`config.mk`:
```
export PLATFORM = sky130hd
export DESIGN_NAME = lpms_sequencer
export DESIGN_NICKNAME = d
export VERILOG_FILES = /design/src/design/lpms_pkg.sv /design/src/design/lpms_deb_if.sv /design/src/design/lpms_sequencer.sv /design/src/design/lpms_debounce.sv
export SDC_FILE = /design/constraint.sdc
export NUM_CORES = 1
export LEC_CHECK = 0
export BUFFER_PORTS_ARGS = -buffer_cell sky130_fd_sc_hd__buf_2
export CAP_MARGIN = 20
export CORE_UTILIZATION = 53
export CTS_BUF_LIST = sky130_fd_sc_hd__clkbuf_4 sky130_fd_sc_hd__clkbuf_8
export CTS_CLUSTER_DIAMETER = 200
export DETAILED_ROUTE_END_ITERATION = 8
export PLACE_DENSITY = 0.71
export SYNTH_ARGS = -nofsm -noshare
export SYNTH_HDL_FRONTEND = slang
export SYNTH_SLANG_ARGS = --single-unit
```
`constraint.sdc`:
```
create_clock -name clk -period 8.35 [get_ports clk]
set_input_delay 0.4175 -clock clk [delete_from_list [all_inputs] [get_ports clk]]
set_output_delay 0.4175 -clock clk [all_outputs]
set_load 0.01 [all_outputs]
```
`src/design/lpms_pkg.sv`:
```
/*
  Constants, states and timing for the low-power mode sequencer.
  Assumes a single 125 MHz clock and synchronous inputs.
*/
// Operation
// - Backup removes regulator and core supply
// - Debounced low force-wakeup pin leaves backup
// - Debounced enabled wake-up input transition leaves backup
// - Enabled monitor, RTC or timer alarm leaves backup
// - Wait stops core, peripheral, memory clocks; power kept
// - Wait-for-event with low-power select enters wait
// - Fast-startup input, alarms or USB exit wait
// - Wait entry delayed by resync after RC enable
// - Wait restart finishes within ten microseconds
// - Sleep stops only core clock
// - Interrupt wait, or event wait without select, sleeps
// - Sleep wakes by interrupt or event per entry
// - Regulator output grounded; normal within 400 us
// - Backup wake re-enables core supply, then reset; code holds core_power_en off during the reset and raises it as reset ends
// - Fast startup restarts RC at 4 MHz, core clock
package lpms_pkg;
  localparam int unsigned CLK_MHZ        = 125;
  localparam int unsigned WAIT_RESTART_NS = 10000;
  localparam int unsigned REG_START_NS    = 400000;
  localparam int unsigned RESYNC_CYCLES   = 4;
  localparam int unsigned WAIT_RESTART_CYC = (WAIT_RESTART_NS * CLK_MHZ) / 1000 - 1;
  localparam int unsigned REG_START_CYC  = (REG_START_NS * CLK_MHZ) / 1000 - 1;
  localparam int unsigned DEB_W          = 8;
  localparam int unsigned NWAKE          = 16;
  localparam logic [2:0]  RC_FREQ_4MHZ   = 3'h0;

  typedef enum logic [2:0] {
    LPMS_ACTIVE   = 3'b000,
    LPMS_SLEEP    = 3'b001,
    LPMS_WAIT_SYNC = 3'b010,
    LPMS_WAIT     = 3'b011,
    LPMS_BACKUP   = 3'b100,
    LPMS_POWERUP  = 3'b101,
    LPMS_RESTART  = 3'b110
  } lpms_state_t;
endpackage

```
`src/design/lpms_deb_if.sv`:
```
/*
  Carrier between the sequencer and its debounce filter.
  Assumes one clock shared by both ends.
*/
`timescale 1ns/1ps
interface lpms_deb_if;
  logic                           sample_in;
  logic [lpms_pkg::DEB_W-1:0]     period;
  logic                           stable_out;
  logic                           changed;
  modport filt (input sample_in, input period, output stable_out, output changed);
  modport user (output sample_in, output period, input stable_out, input changed);
endinterface

```
`src/design/lpms_sequencer.sv`:
```
/*
  Low-power mode sequencer: active, sleep, wait and backup, with wake-up handling.
  Assumes the core pulses wfe/wfi and the controls are stable while it sleeps.
*/
`timescale 1ns/1ps
module lpms_sequencer (
  input  wire logic                         clk,
  input  wire logic                         rst,
  input  wire logic                         wfe_exec,
  input  wire logic                         wfi_exec,
  input  wire logic                         deep_sleep_select,
  input  wire logic                         low_power_select,
  input  wire logic                         fast_rc_osc_enable,
  input  wire logic                         force_wakeup_pin_n,
  input  wire logic [lpms_pkg::DEB_W-1:0]   force_wakeup_pin_debounce,
  input  wire logic [lpms_pkg::NWAKE-1:0]   wakeup_inputs,
  input  wire logic [lpms_pkg::NWAKE-1:0]   wakeup_input_enables,
  input  wire logic [lpms_pkg::NWAKE-1:0]   fast_startup_enables,
  input  wire logic [lpms_pkg::DEB_W-1:0]   wakeup_debounce,
  input  wire logic                         supply_monitor_alarm,
  input  wire logic                         supply_monitor_wake_en,
  input  wire logic                         rtc_alarm,
  input  wire logic                         rtc_wake_en,
  input  wire logic                         real_time_timer_alarm,
  input  wire logic                         rtt_wake_en,
  input  wire logic                         usb_wakeup,
  input  wire logic                         irq_pending,
  input  wire logic                         event_pending,
  output logic                              core_clk_en,
  output logic                              periph_clk_en,
  output logic                              mem_clk_en,
  output logic                              core_power_en,
  output logic                              regulator_en,
  output logic                              core_reset,
  output logic                              fast_startup,
  output logic [2:0]                        rc_freq_sel,
  output logic                              main_clk_is_rc,
  output logic [2:0]                        mode
);
  // Wide enough for the regulator start count
  localparam int unsigned CNT_W         = 16;
  // Loose bound on the fast restart, far inside the ten microsecond budget
  localparam int          RESTART_BOUND = 2 * lpms_pkg::RESYNC_CYCLES;

  lpms_pkg::lpms_state_t      state_q;
  lpms_pkg::lpms_state_t      state_d;
  logic [CNT_W-1:0]           cnt_q;
  logic [CNT_W-1:0]           cnt_d;
  logic                       wfi_entry_q;
  logic                       wfi_entry_d;
  logic                       core_clk_en_d;
  logic                       periph_clk_en_d;
  logic                       mem_clk_en_d;
  logic                       core_power_en_d;
  logic                       regulator_en_d;
  logic                       core_reset_d;
  logic                       fast_startup_d;
  logic [2:0]                 rc_freq_sel_d;
  logic                       main_clk_is_rc_d;
  logic [2:0]                 mode_d;
  logic                       force_wakeup_pin_level;
  logic [lpms_pkg::NWAKE-1:0] wk_level;
  logic [lpms_pkg::NWAKE-1:0] wk_change;
  logic                       alarm_wake;
  logic                       backup_wake;
  logic                       fast_event;
  logic                       sleep_wake;

  // Force-wakeup pin filter; a settled low level is the wake request
  lpms_deb_if force_wakeup_pin_if ();

  assign force_wakeup_pin_if.sample_in = force_wakeup_pin_n;
  assign force_wakeup_pin_if.period    = force_wakeup_pin_debounce;
  assign force_wakeup_pin_level        = force_wakeup_pin_if.stable_out;

  lpms_debounce i_force_wakeup_pin_deb (
    .clk (clk),
    .rst (rst),
    .dif (force_wakeup_pin_if)
  );

  // One filter per wake-up input
  for (genvar g = 0; g < lpms_pkg::NWAKE; g++) begin : g_wake
    lpms_deb_if wk_if ();

    assign wk_if.sample_in = wakeup_inputs[g];
    assign wk_if.period    = wakeup_debounce;
    assign wk_level[g]     = wk_if.stable_out;
    assign wk_change[g]    = wk_if.changed;

    lpms_debounce i_wk_deb (
      .clk (clk),
      .rst (rst),
      .dif (wk_if)
    );
  end

  assign alarm_wake  = (rtc_alarm & rtc_wake_en) | (real_time_timer_alarm & rtt_wake_en);
  // Backup wakes on any enabled source
  assign backup_wake = ~force_wakeup_pin_level
                     | (|(wk_change & wakeup_input_enables))
                     | (supply_monitor_alarm & supply_monitor_wake_en)
                     | alarm_wake;
  // Fast startup inputs react to a low level, not an edge
  assign fast_event  = (|(~wk_level & fast_startup_enables)) | alarm_wake | usb_wakeup;
  // An event-entered sleep also ends on fast startup sources
  assign sleep_wake  = wfi_entry_q ? irq_pending : (event_pending | fast_event);

  always_comb begin
    state_d     = state_q;
    cnt_d       = '0;
    wfi_entry_d = wfi_entry_q;
    case (state_q)
      lpms_pkg::LPMS_ACTIVE: begin
        if (wfe_exec && deep_sleep_select) begin
          state_d = lpms_pkg::LPMS_BACKUP;
        end else if (wfe_exec && low_power_select) begin
          state_d = lpms_pkg::LPMS_WAIT_SYNC;
        end else if (wfe_exec || wfi_exec) begin
          state_d     = lpms_pkg::LPMS_SLEEP;
          wfi_entry_d = ~wfe_exec;
        end
      end
      lpms_pkg::LPMS_SLEEP: begin
        if (sleep_wake) begin
          state_d = lpms_pkg::LPMS_ACTIVE;
        end
      end
      lpms_pkg::LPMS_WAIT_SYNC: begin
        // Clocks keep running until the resync cycles are spent
        if (cnt_q == CNT_W'(lpms_pkg::RESYNC_CYCLES - 1)) begin
          state_d = lpms_pkg::LPMS_WAIT;
        end else begin
          cnt_d = cnt_q + 1'b1;
        end
      end
      lpms_pkg::LPMS_WAIT: begin
        if (fast_event) begin
          state_d = lpms_pkg::LPMS_RESTART;
        end
      end
      lpms_pkg::LPMS_BACKUP: begin
        if (backup_wake) begin
          state_d = lpms_pkg::LPMS_POWERUP;
        end
      end
      lpms_pkg::LPMS_POWERUP: begin
        // Core stays in reset for the whole regulator start time
        if (cnt_q == CNT_W'(lpms_pkg::REG_START_CYC)) begin
          state_d = lpms_pkg::LPMS_ACTIVE;
        end else begin
          cnt_d = cnt_q + 1'b1;
        end
      end
      lpms_pkg::LPMS_RESTART: begin
        if (cnt_q == CNT_W'(lpms_pkg::RESYNC_CYCLES - 1)) begin
          state_d = lpms_pkg::LPMS_ACTIVE;
        end else begin
          cnt_d = cnt_q + 1'b1;
        end
      end
      default: begin
        state_d = lpms_pkg::LPMS_ACTIVE;
      end
    endcase

    // Outputs decode the next state so they switch with it, not a cycle late
    core_clk_en_d    = 1'b1;
    periph_clk_en_d  = 1'b1;
    mem_clk_en_d     = 1'b1;
    core_power_en_d  = 1'b1;
    regulator_en_d   = 1'b1;
    core_reset_d     = 1'b0;
    fast_startup_d   = 1'b0;
    rc_freq_sel_d    = lpms_pkg::RC_FREQ_4MHZ;
    main_clk_is_rc_d = fast_rc_osc_enable;
    mode_d           = state_d;
    case (state_d)
      lpms_pkg::LPMS_SLEEP: begin
        core_clk_en_d = 1'b0;
      end
      lpms_pkg::LPMS_WAIT: begin
        core_clk_en_d   = 1'b0;
        periph_clk_en_d = 1'b0;
        mem_clk_en_d    = 1'b0;
      end
      lpms_pkg::LPMS_BACKUP: begin
        core_clk_en_d   = 1'b0;
        periph_clk_en_d = 1'b0;
        mem_clk_en_d    = 1'b0;
        core_power_en_d = 1'b0;
        regulator_en_d  = 1'b0;
      end
      lpms_pkg::LPMS_POWERUP: begin
        core_clk_en_d   = 1'b0;
        periph_clk_en_d = 1'b0;
        mem_clk_en_d    = 1'b0;
        core_power_en_d = 1'b0;
        core_reset_d    = 1'b1;
      end
      lpms_pkg::LPMS_RESTART: begin
        // Clock tree is rebuilt on the fast RC before the core runs again
        core_clk_en_d    = 1'b0;
        periph_clk_en_d  = 1'b0;
        mem_clk_en_d     = 1'b0;
        fast_startup_d   = 1'b1;
        main_clk_is_rc_d = 1'b1;
      end
      default: begin
        core_clk_en_d = 1'b1;
      end
    endcase
  end

  always_ff @(posedge clk or posedge rst) begin
    if (rst) begin
      state_q        <= lpms_pkg::LPMS_ACTIVE;
      cnt_q          <= '0;
      wfi_entry_q    <= 1'b0;
      core_clk_en    <= 1'b1;
      periph_clk_en  <= 1'b1;
      mem_clk_en     <= 1'b1;
      core_power_en  <= 1'b1;
      regulator_en   <= 1'b1;
      core_reset     <= 1'b0;
      fast_startup   <= 1'b0;
      rc_freq_sel    <= lpms_pkg::RC_FREQ_4MHZ;
      main_clk_is_rc <= 1'b1;
      mode           <= lpms_pkg::LPMS_ACTIVE;
    end else begin
      state_q        <= state_d;
      cnt_q          <= cnt_d;
      wfi_entry_q    <= wfi_entry_d;
      core_clk_en    <= core_clk_en_d;
      periph_clk_en  <= periph_clk_en_d;
      mem_clk_en     <= mem_clk_en_d;
      core_power_en  <= core_power_en_d;
      regulator_en   <= regulator_en_d;
      core_reset     <= core_reset_d;
      fast_startup   <= fast_startup_d;
      rc_freq_sel    <= rc_freq_sel_d;
      main_clk_is_rc <= main_clk_is_rc_d;
      mode           <= mode_d;
    end
  end
endmodule

```
`src/design/lpms_debounce.sv`:
```
/*
  Debounce filter: the output follows the input once it held steady for period+1 cycles.
  Assumes a synchronous input; resets to high (idle, not asserted).
*/
`timescale 1ns/1ps
module lpms_debounce (
  input  wire logic clk,
  input  wire logic rst,
  lpms_deb_if.filt  dif
);
  logic [lpms_pkg::DEB_W-1:0] cnt_q, cnt_d;
  logic                       out_q, out_d;
  logic                       chg_q, chg_d;

  always_comb begin
    cnt_d = '0;
    out_d = out_q;
    chg_d = 1'b0;
    if (dif.sample_in != out_q) begin
      if (cnt_q >= dif.period) begin
        out_d = dif.sample_in;
        chg_d = 1'b1;
      end else begin
        cnt_d = cnt_q + 1'b1;
      end
    end
  end

  always_ff @(posedge clk or posedge rst) begin
    if (rst) begin
      cnt_q <= '0;
      out_q <= 1'b1;
      chg_q <= 1'b0;
    end else begin
      cnt_q <= cnt_d;
      out_q <= out_d;
      chg_q <= chg_d;
    end
  end

  assign dif.stable_out = out_q;
  assign dif.changed    = chg_q;
endmodule

```
# Word-level counts from Yosys, hierarchy flattened
# Index checks and enable logic that the tools add are counted.
dict set report classes {
  n_addsub 18
  n_lt_le_gt_ge 17
  eq_ne 30
  n_mux 87
  n_bitwise 17
  n_reduce_logical 28
}
# op n
set ops {}
lappend ops {{two-way mux 8 bit} 34}
lappend ops {{adder 8 x 1 -> 8 bit, second input constant} 17}
lappend ops {{greater-or-equal comparator 8 bit} 17}
lappend ops {{two-way mux 1 bit} 40}
lappend ops {{AND reduction 2 bit} 17}
lappend ops {{bitwise AND 16 bit} 2}
lappend ops {{two-way mux 16 bit} 2}
lappend ops {{one-hot mux 16 bit (2 select lines)} 1}
lappend ops {{OR reduction 16 bit} 2}
lappend ops {{two-way mux 3 bit} 9}
lappend ops {{one-hot mux 3 bit (7 select lines)} 1}
lappend ops {{== test 3 bit, second input constant} 6}
lappend ops {{!= test 1 bit} 17}
lappend ops {{adder 16 x 1 -> 16 bit, second input constant} 1}
lappend ops {{== test 16 bit, second input constant} 1}
lappend ops {{== test 16 x 2 -> 1 bit, second input constant} 1}
lappend ops {{NOT 16 bit} 1}
lappend ops {{== test 3 x 2 -> 1 bit, second input constant} 3}
lappend ops {{OR 1 bit} 7}
lappend ops {{== test 3 x 1 -> 1 bit, second input constant} 2}
lappend ops {{OR reduction 5 bit} 1}
lappend ops {{NOT 1 bit} 4}
lappend ops {{AND reduction 4 bit} 1}
lappend ops {{OR reduction 2 bit} 2}
lappend ops {{5 further kinds} 8}
dict set report word_totals {
  reg_bits 196
  inputBits 81
  output_inout_bits 14
  word_cells 257
}

# Depth between registers and ports, before layout
dict set report depth {
  ltp_word 12
  ltp_mapped 7
  depth_no_buf 7
}

# Cells and area by module
# From an unflattened synthesis, not the netlist that was laid out.
dict set report unflattened {
  hier_cells 1280
  hier_area_um2 12230.5
}
# module n_inst cells_per_inst area_each_um2 seq_area_each_um2
set modules_own_cells {}
lappend modules_own_cells {lpms_debounce 17 65 624.3 251.5}
lappend modules_own_cells {lpms_sequencer 1 175 1616.6 681.9}

# Worst setup path before layout
# No wires, ideal clock.
dict set report synth_timing {
  kind {in2reg}
  start {input wakeup_debounce[4] (netlist bit)}
  end {register g_wake[10].i_wk_deb.cnt_q[0] (netlist bit)}
  setup_ns 0.111
  arrival_ns 2.055
  required_time_ns 8.239
  path_slack_ns 6.183
  stages 6
  path_buffers 0
  cell_sequence {inv_1 ha_1 and2_1 o21ai_0 o211ai_1 a2111oi_2}
}
dict set report synth_between {
  elab_chain_len 3
}
# element line
set synth_rtl {}
lappend synth_rtl {{from (decl)} lpms_sequencer.sv:19} ;# input wire logic [lpms_pkg::DEB_W-1:0] wakeup_debounce,
lappend synth_rtl {{greater-or-equal comparator 8 bit} lpms_debounce.sv:20} ;# if (cnt_q >= dif.period) begin
lappend synth_rtl {{two-way mux 8 bit} lpms_debounce.sv:20}
lappend synth_rtl {{two-way mux 8 bit} lpms_debounce.sv:19} ;# if (dif.sample_in != out_q) begin
lappend synth_rtl {{via g_wake[10].i_wk_deb.cnt_d, one bit} lpms_debounce.sv:11} ;# logic [lpms_pkg::DEB_W-1:0] cnt_q, cnt_d;
lappend synth_rtl {{to (signal assigned)} lpms_debounce.sv:35} ;# cnt_q <= cnt_d;
lappend synth_rtl {{to (decl)} lpms_debounce.sv:11}
# The timed path passes the listed nets, and every way through them passes these cells.
# A chain may end at the register's enable or synchronous reset.

# Final worst setup path
dict set report layout_timing {
  start {input wakeup_debounce[4] (netlist bit)}
  end {register g_wake[8].i_wk_deb.cnt_q[0] (netlist bit)}
}
dict set report layout_between {
  elab_chain_len 3
}
# element line
set layout_rtl {}
lappend layout_rtl {{greater-or-equal comparator 8 bit} lpms_debounce.sv:20}
lappend layout_rtl {{two-way mux 8 bit} lpms_debounce.sv:20}
lappend layout_rtl {{two-way mux 8 bit} lpms_debounce.sv:19}
lappend layout_rtl {{via g_wake[8].i_wk_deb.cnt_d, one bit} lpms_debounce.sv:11}
lappend layout_rtl {{to (signal assigned)} lpms_debounce.sv:35}
lappend layout_rtl {{to (decl)} lpms_debounce.sv:11}
# The timed path passes the listed nets, and every way through them passes these cells.

==> implementation parameters <==
Parameter                              Value

Outcome
  Run status    complete, no violations

Timing
  Headroom to the max-slew limit    30.1%
  Setup repair after global routing missed its margin    false
  Fin Clk Skew    0.0243 ns
  Slew Limit Fails    0
  Count of final hold-check violations    0
  Ratio of final minimum period to clock period    30.5%
  Final count of negative-setup-slack endpoints    0
  Max Clk Rate    around 400 MHz
  Post-layout min period    between 2 and 3 ns
  Summed negative setup slack over all endpoints    0 ns
  Slew of the pin with the lowest slew margin    roughly 1.0 ns

Routing
  Count of vias placed by the detailed router    10500
  Post-detailed-route count of antenna-violating nets    0
  Average routed wire per standard cell    between 15 and 20 um
  DRC violation count after routing    0
  Initial drt markers    around 570
  Average vias per placed instance    5.67
  1st-pass router iterations    5
  Routed wire length    29900 um

Hold path
  Hold WC Path Type    in -> async

Pwr
  Max VDD drop    around 0.00012 V
  Cell Pwr Density    149 mW/mm2
  Static Leakage    6.93 nW
  Total design power    2.16 mW

GRT
  First-pass GRT wire length    around 50000 um
  Overall routing resource usage    24.0%
  Congestion Overflow GR    0
  Largest net degree at the start of global routing    142
  Initial antenna violation count    0
  Number of global-route vias before repair    10100

Clocking
  Maximum clock path buffer count    2
  Number of resized instances in the post-cts repair step    0
  Maximum level of the CTS H-tree    4
  Hold-fix buffers, CTS    0
  Source-to-sink clock delay at the later pin of the worst-skew pair    0.49 ns
  Post-CTS setup buffer count    0
  Num Clock Sinks    196
  Clock tree from TritonCTS    done
  Clock tree root driver cell    sky130_fd_sc_hd__clkbuf_8
  Clock buffer count from CTS    17
  Clock slew at the register clock pins of the worst setup and hold paths    0.10 ns

Placed design
  Gp weighted congestion    0.818
  Count of port buffers added during placement    91
  Post-detail-place hpwl    about 21000 um

Layout
  Most common cell after layout, fill and taps aside    sky130_fd_sc_hd__dfrtp_1
  Layout cell share with drive strength beyond 1    13.0%
  Area used by sequential logic in the layout    around 0.0049 mm2
  Leading cell types in the layout, fill and taps excluded    sky130_fd_sc_hd__dfrtp_1, sky130_fd_sc_hd__nand2_1, sky130_fd_sc_hd__ha_1
  Fill cell total of the finished layout    roughly 2200
  Multi-input logic area    just over 0.008 mm2
  Final-stage net count    1755
  Area growth syn-to-layout    8.67%

Die
  Floorplan core area    0.0245 mm2
  Die span in x    161 um
  Number of rows created at floorplan    57
  Top-level port count    between 90 and 100
  Die extent in y    ~160 um
  Die outline area    0.0258 mm2
  Starting utilization of the core area    about 54%

Logic synthesis
  Mean cell area of the mapped netlist    9.34 um2
  #FFs+latches synth    196
  Synthesized instance count    1428
  Post-synth EDFFs    0
  Yosys warns    0
  Syn Std Cell Area    0.0133 mm2
  Top_reg_cell synth    sky130_fd_sc_hd__dfrtp_1
  Sequential share of the synthesized area    37.0%
  Library cells used by synthesis    59
  Proportion of register bits with asynchronous set or reset after synthesis    100%

Critical path
  Worst-case register-to-register setup slack    between 6 and 7 ns
  Element type at the critical path end    register
  Worst setup path class    in -> reg
  FF-to-FF path depth    7
  Required time at the worst-slack endpoint    8.72 ns
  Destination of the critical timing path    g_wake[8].i_wk_deb.cnt_q[0]$_DFF_PP0_
  Worst endpoint data arrival time    a little under 3 ns
  Reg-to-Reg Start    g_wake[8].i_wk_deb.cnt_q[0]$_DFF_PP0_
  Reg2reg end    g_wake[8].i_wk_deb.cnt_q[0]$_DFF_PP0_
  Crit path launch    wakeup_debounce[4]
  Critical path peak fanout    16
  Type of origin of the critical path    primary input

Flow run
  Max Cap Viol    0
-- per-layer routing --
layer,up-vias,track usage [%],routed length (um)
li1,5294,-,-
met3,27,3.02,1100
met1,5028,33.3,14400
met2,193,39.8,14000
met5,-,0,0
met4,0,5.93,390
-- layout make-up --
type / count / area share (%)
Clock buffer: 20 / 1.81
Inverter: 55 / 1.48
Antenna cell: 1 / 0.0173
Tap cell: 324 / 2.80
Clock inverter: 12 / 0.682
Sequential cell: 196 / 34.0
Timing Repair Buffer: 94 / 3.30
Multi-Input combinational cell: 1156 / 55.9
-- worst min path at each step --
stage,startpoint,endpoint,cells after the start
final,rst,fast_startup$_DFF_PP0_,2
after global routing,fast_rc_osc_enable,main_clk_is_rc$_DFF_PP1_,2
after CTS,fast_rc_osc_enable,main_clk_is_rc$_DFF_PP1_,2
after detailed placement,cnt_q[0]$_DFF_PP0_,cnt_q[0]$_DFF_PP0_,1
after global placement,cnt_q[0]$_DFF_PP0_,cnt_q[0]$_DFF_PP0_,1
after floorplan,cnt_q[0]$_DFF_PP0_,cnt_q[0]$_DFF_PP0_,1
-- synth_stat cells, drive strengths merged (18+ instances only) --
cell type | n | area [um2]
nor2 | 71 | 274
nand2 | 164 | 616
dfstp | 22 | 578
dfrtp | 174 | 4350
a2111oi | 18 | 264
nand3 | 112 | 561
a21o | 34 | 255
nand2b | 45 | 282
and3 | 38 | 239
ha | 154 | 1930
o211ai | 52 | 395
inv | 55 | 206
a21oi | 139 | 763
xnor2 | 109 | 955
xor2 | 24 | 210
and2 | 36 | 228
o21ai | 37 | 185
-- critical path, stage by stage --
cell	delay, ns
sky130_fd_sc_hd__buf_2	0.10
sky130_fd_sc_hd__inv_1	0.75
sky130_fd_sc_hd__ha_1	0.39
sky130_fd_sc_hd__and2_1	0.15
sky130_fd_sc_hd__o21ai_0	0.28
sky130_fd_sc_hd__o211ai_1	0.35
sky130_fd_sc_hd__a2111oi_2	0.47
-- per-stage QoR --
stage | cells | hold WS, ns | instance area [um2] | utilization [%] | worst slack (ns)
floorplan | 1430 | 0.431 | 13300 | - | 2.63
global placement | 1825 | 0.458 | 14100 | 57.6 | 5.45
detailed placement | 1825 | 0.463 | 14100 | 57.6 | 5.34
CTS | 1857 | 0.111 | 14500 | 59.1 | 5.83
global route | 1857 | 0.118 | 14500 | 59.1 | 5.64
finish | 1858 | 0.122 | 14500 | 59.1 | 5.81
-- power by group --
group / internal [mW] / total (mW) / switching (mW) / leakage [nW]
Combinational: 0.191 / 0.468 / 0.277 / 4.14
Sequential: 1.02 / 1.10 / 0.0798 / 2.60
Clock: 0.228 / 0.595 / 0.368 / 0.181
-- cell families (layout without fill, tap and decap cells) --
logic type	after synthesis	after routing	synth area share, %
buffers and inverters	78	181	2.35
DFF	196	196	37.0
and+or+nand+nor	514	514	19.3
xor gates and xnor gates	133	133	8.73
other	1	4	0.0281
AOI/OAI and AO/OA	352	352	18.1
adders and majority gates	154	154	14.4
-- sequential cells by signal (all words and copies together), names as in the netlist --
| signal | cells |
|---|---|
| regulator_en | 1 |
| wfi_entry_q | 1 |
| g_wake.i_wk_deb.dif.changed | 16 |
| i_force_wakeup_pin_deb.dif.stable_out | 1 |
| core_clk_en | 1 |
| fast_startup | 1 |
| state_q | 3 |
| core_reset | 1 |
| i_force_wakeup_pin_deb.cnt_q | 8 |
| g_wake.i_wk_deb.cnt_q | 128 |
| core_power_en | 1 |
| g_wake.i_wk_deb.dif.stable_out | 16 |
| mem_clk_en | 1 |
| cnt_q | 16 |
| main_clk_is_rc | 1 |
Note: power is estimated with default switching activity, not from simulation.
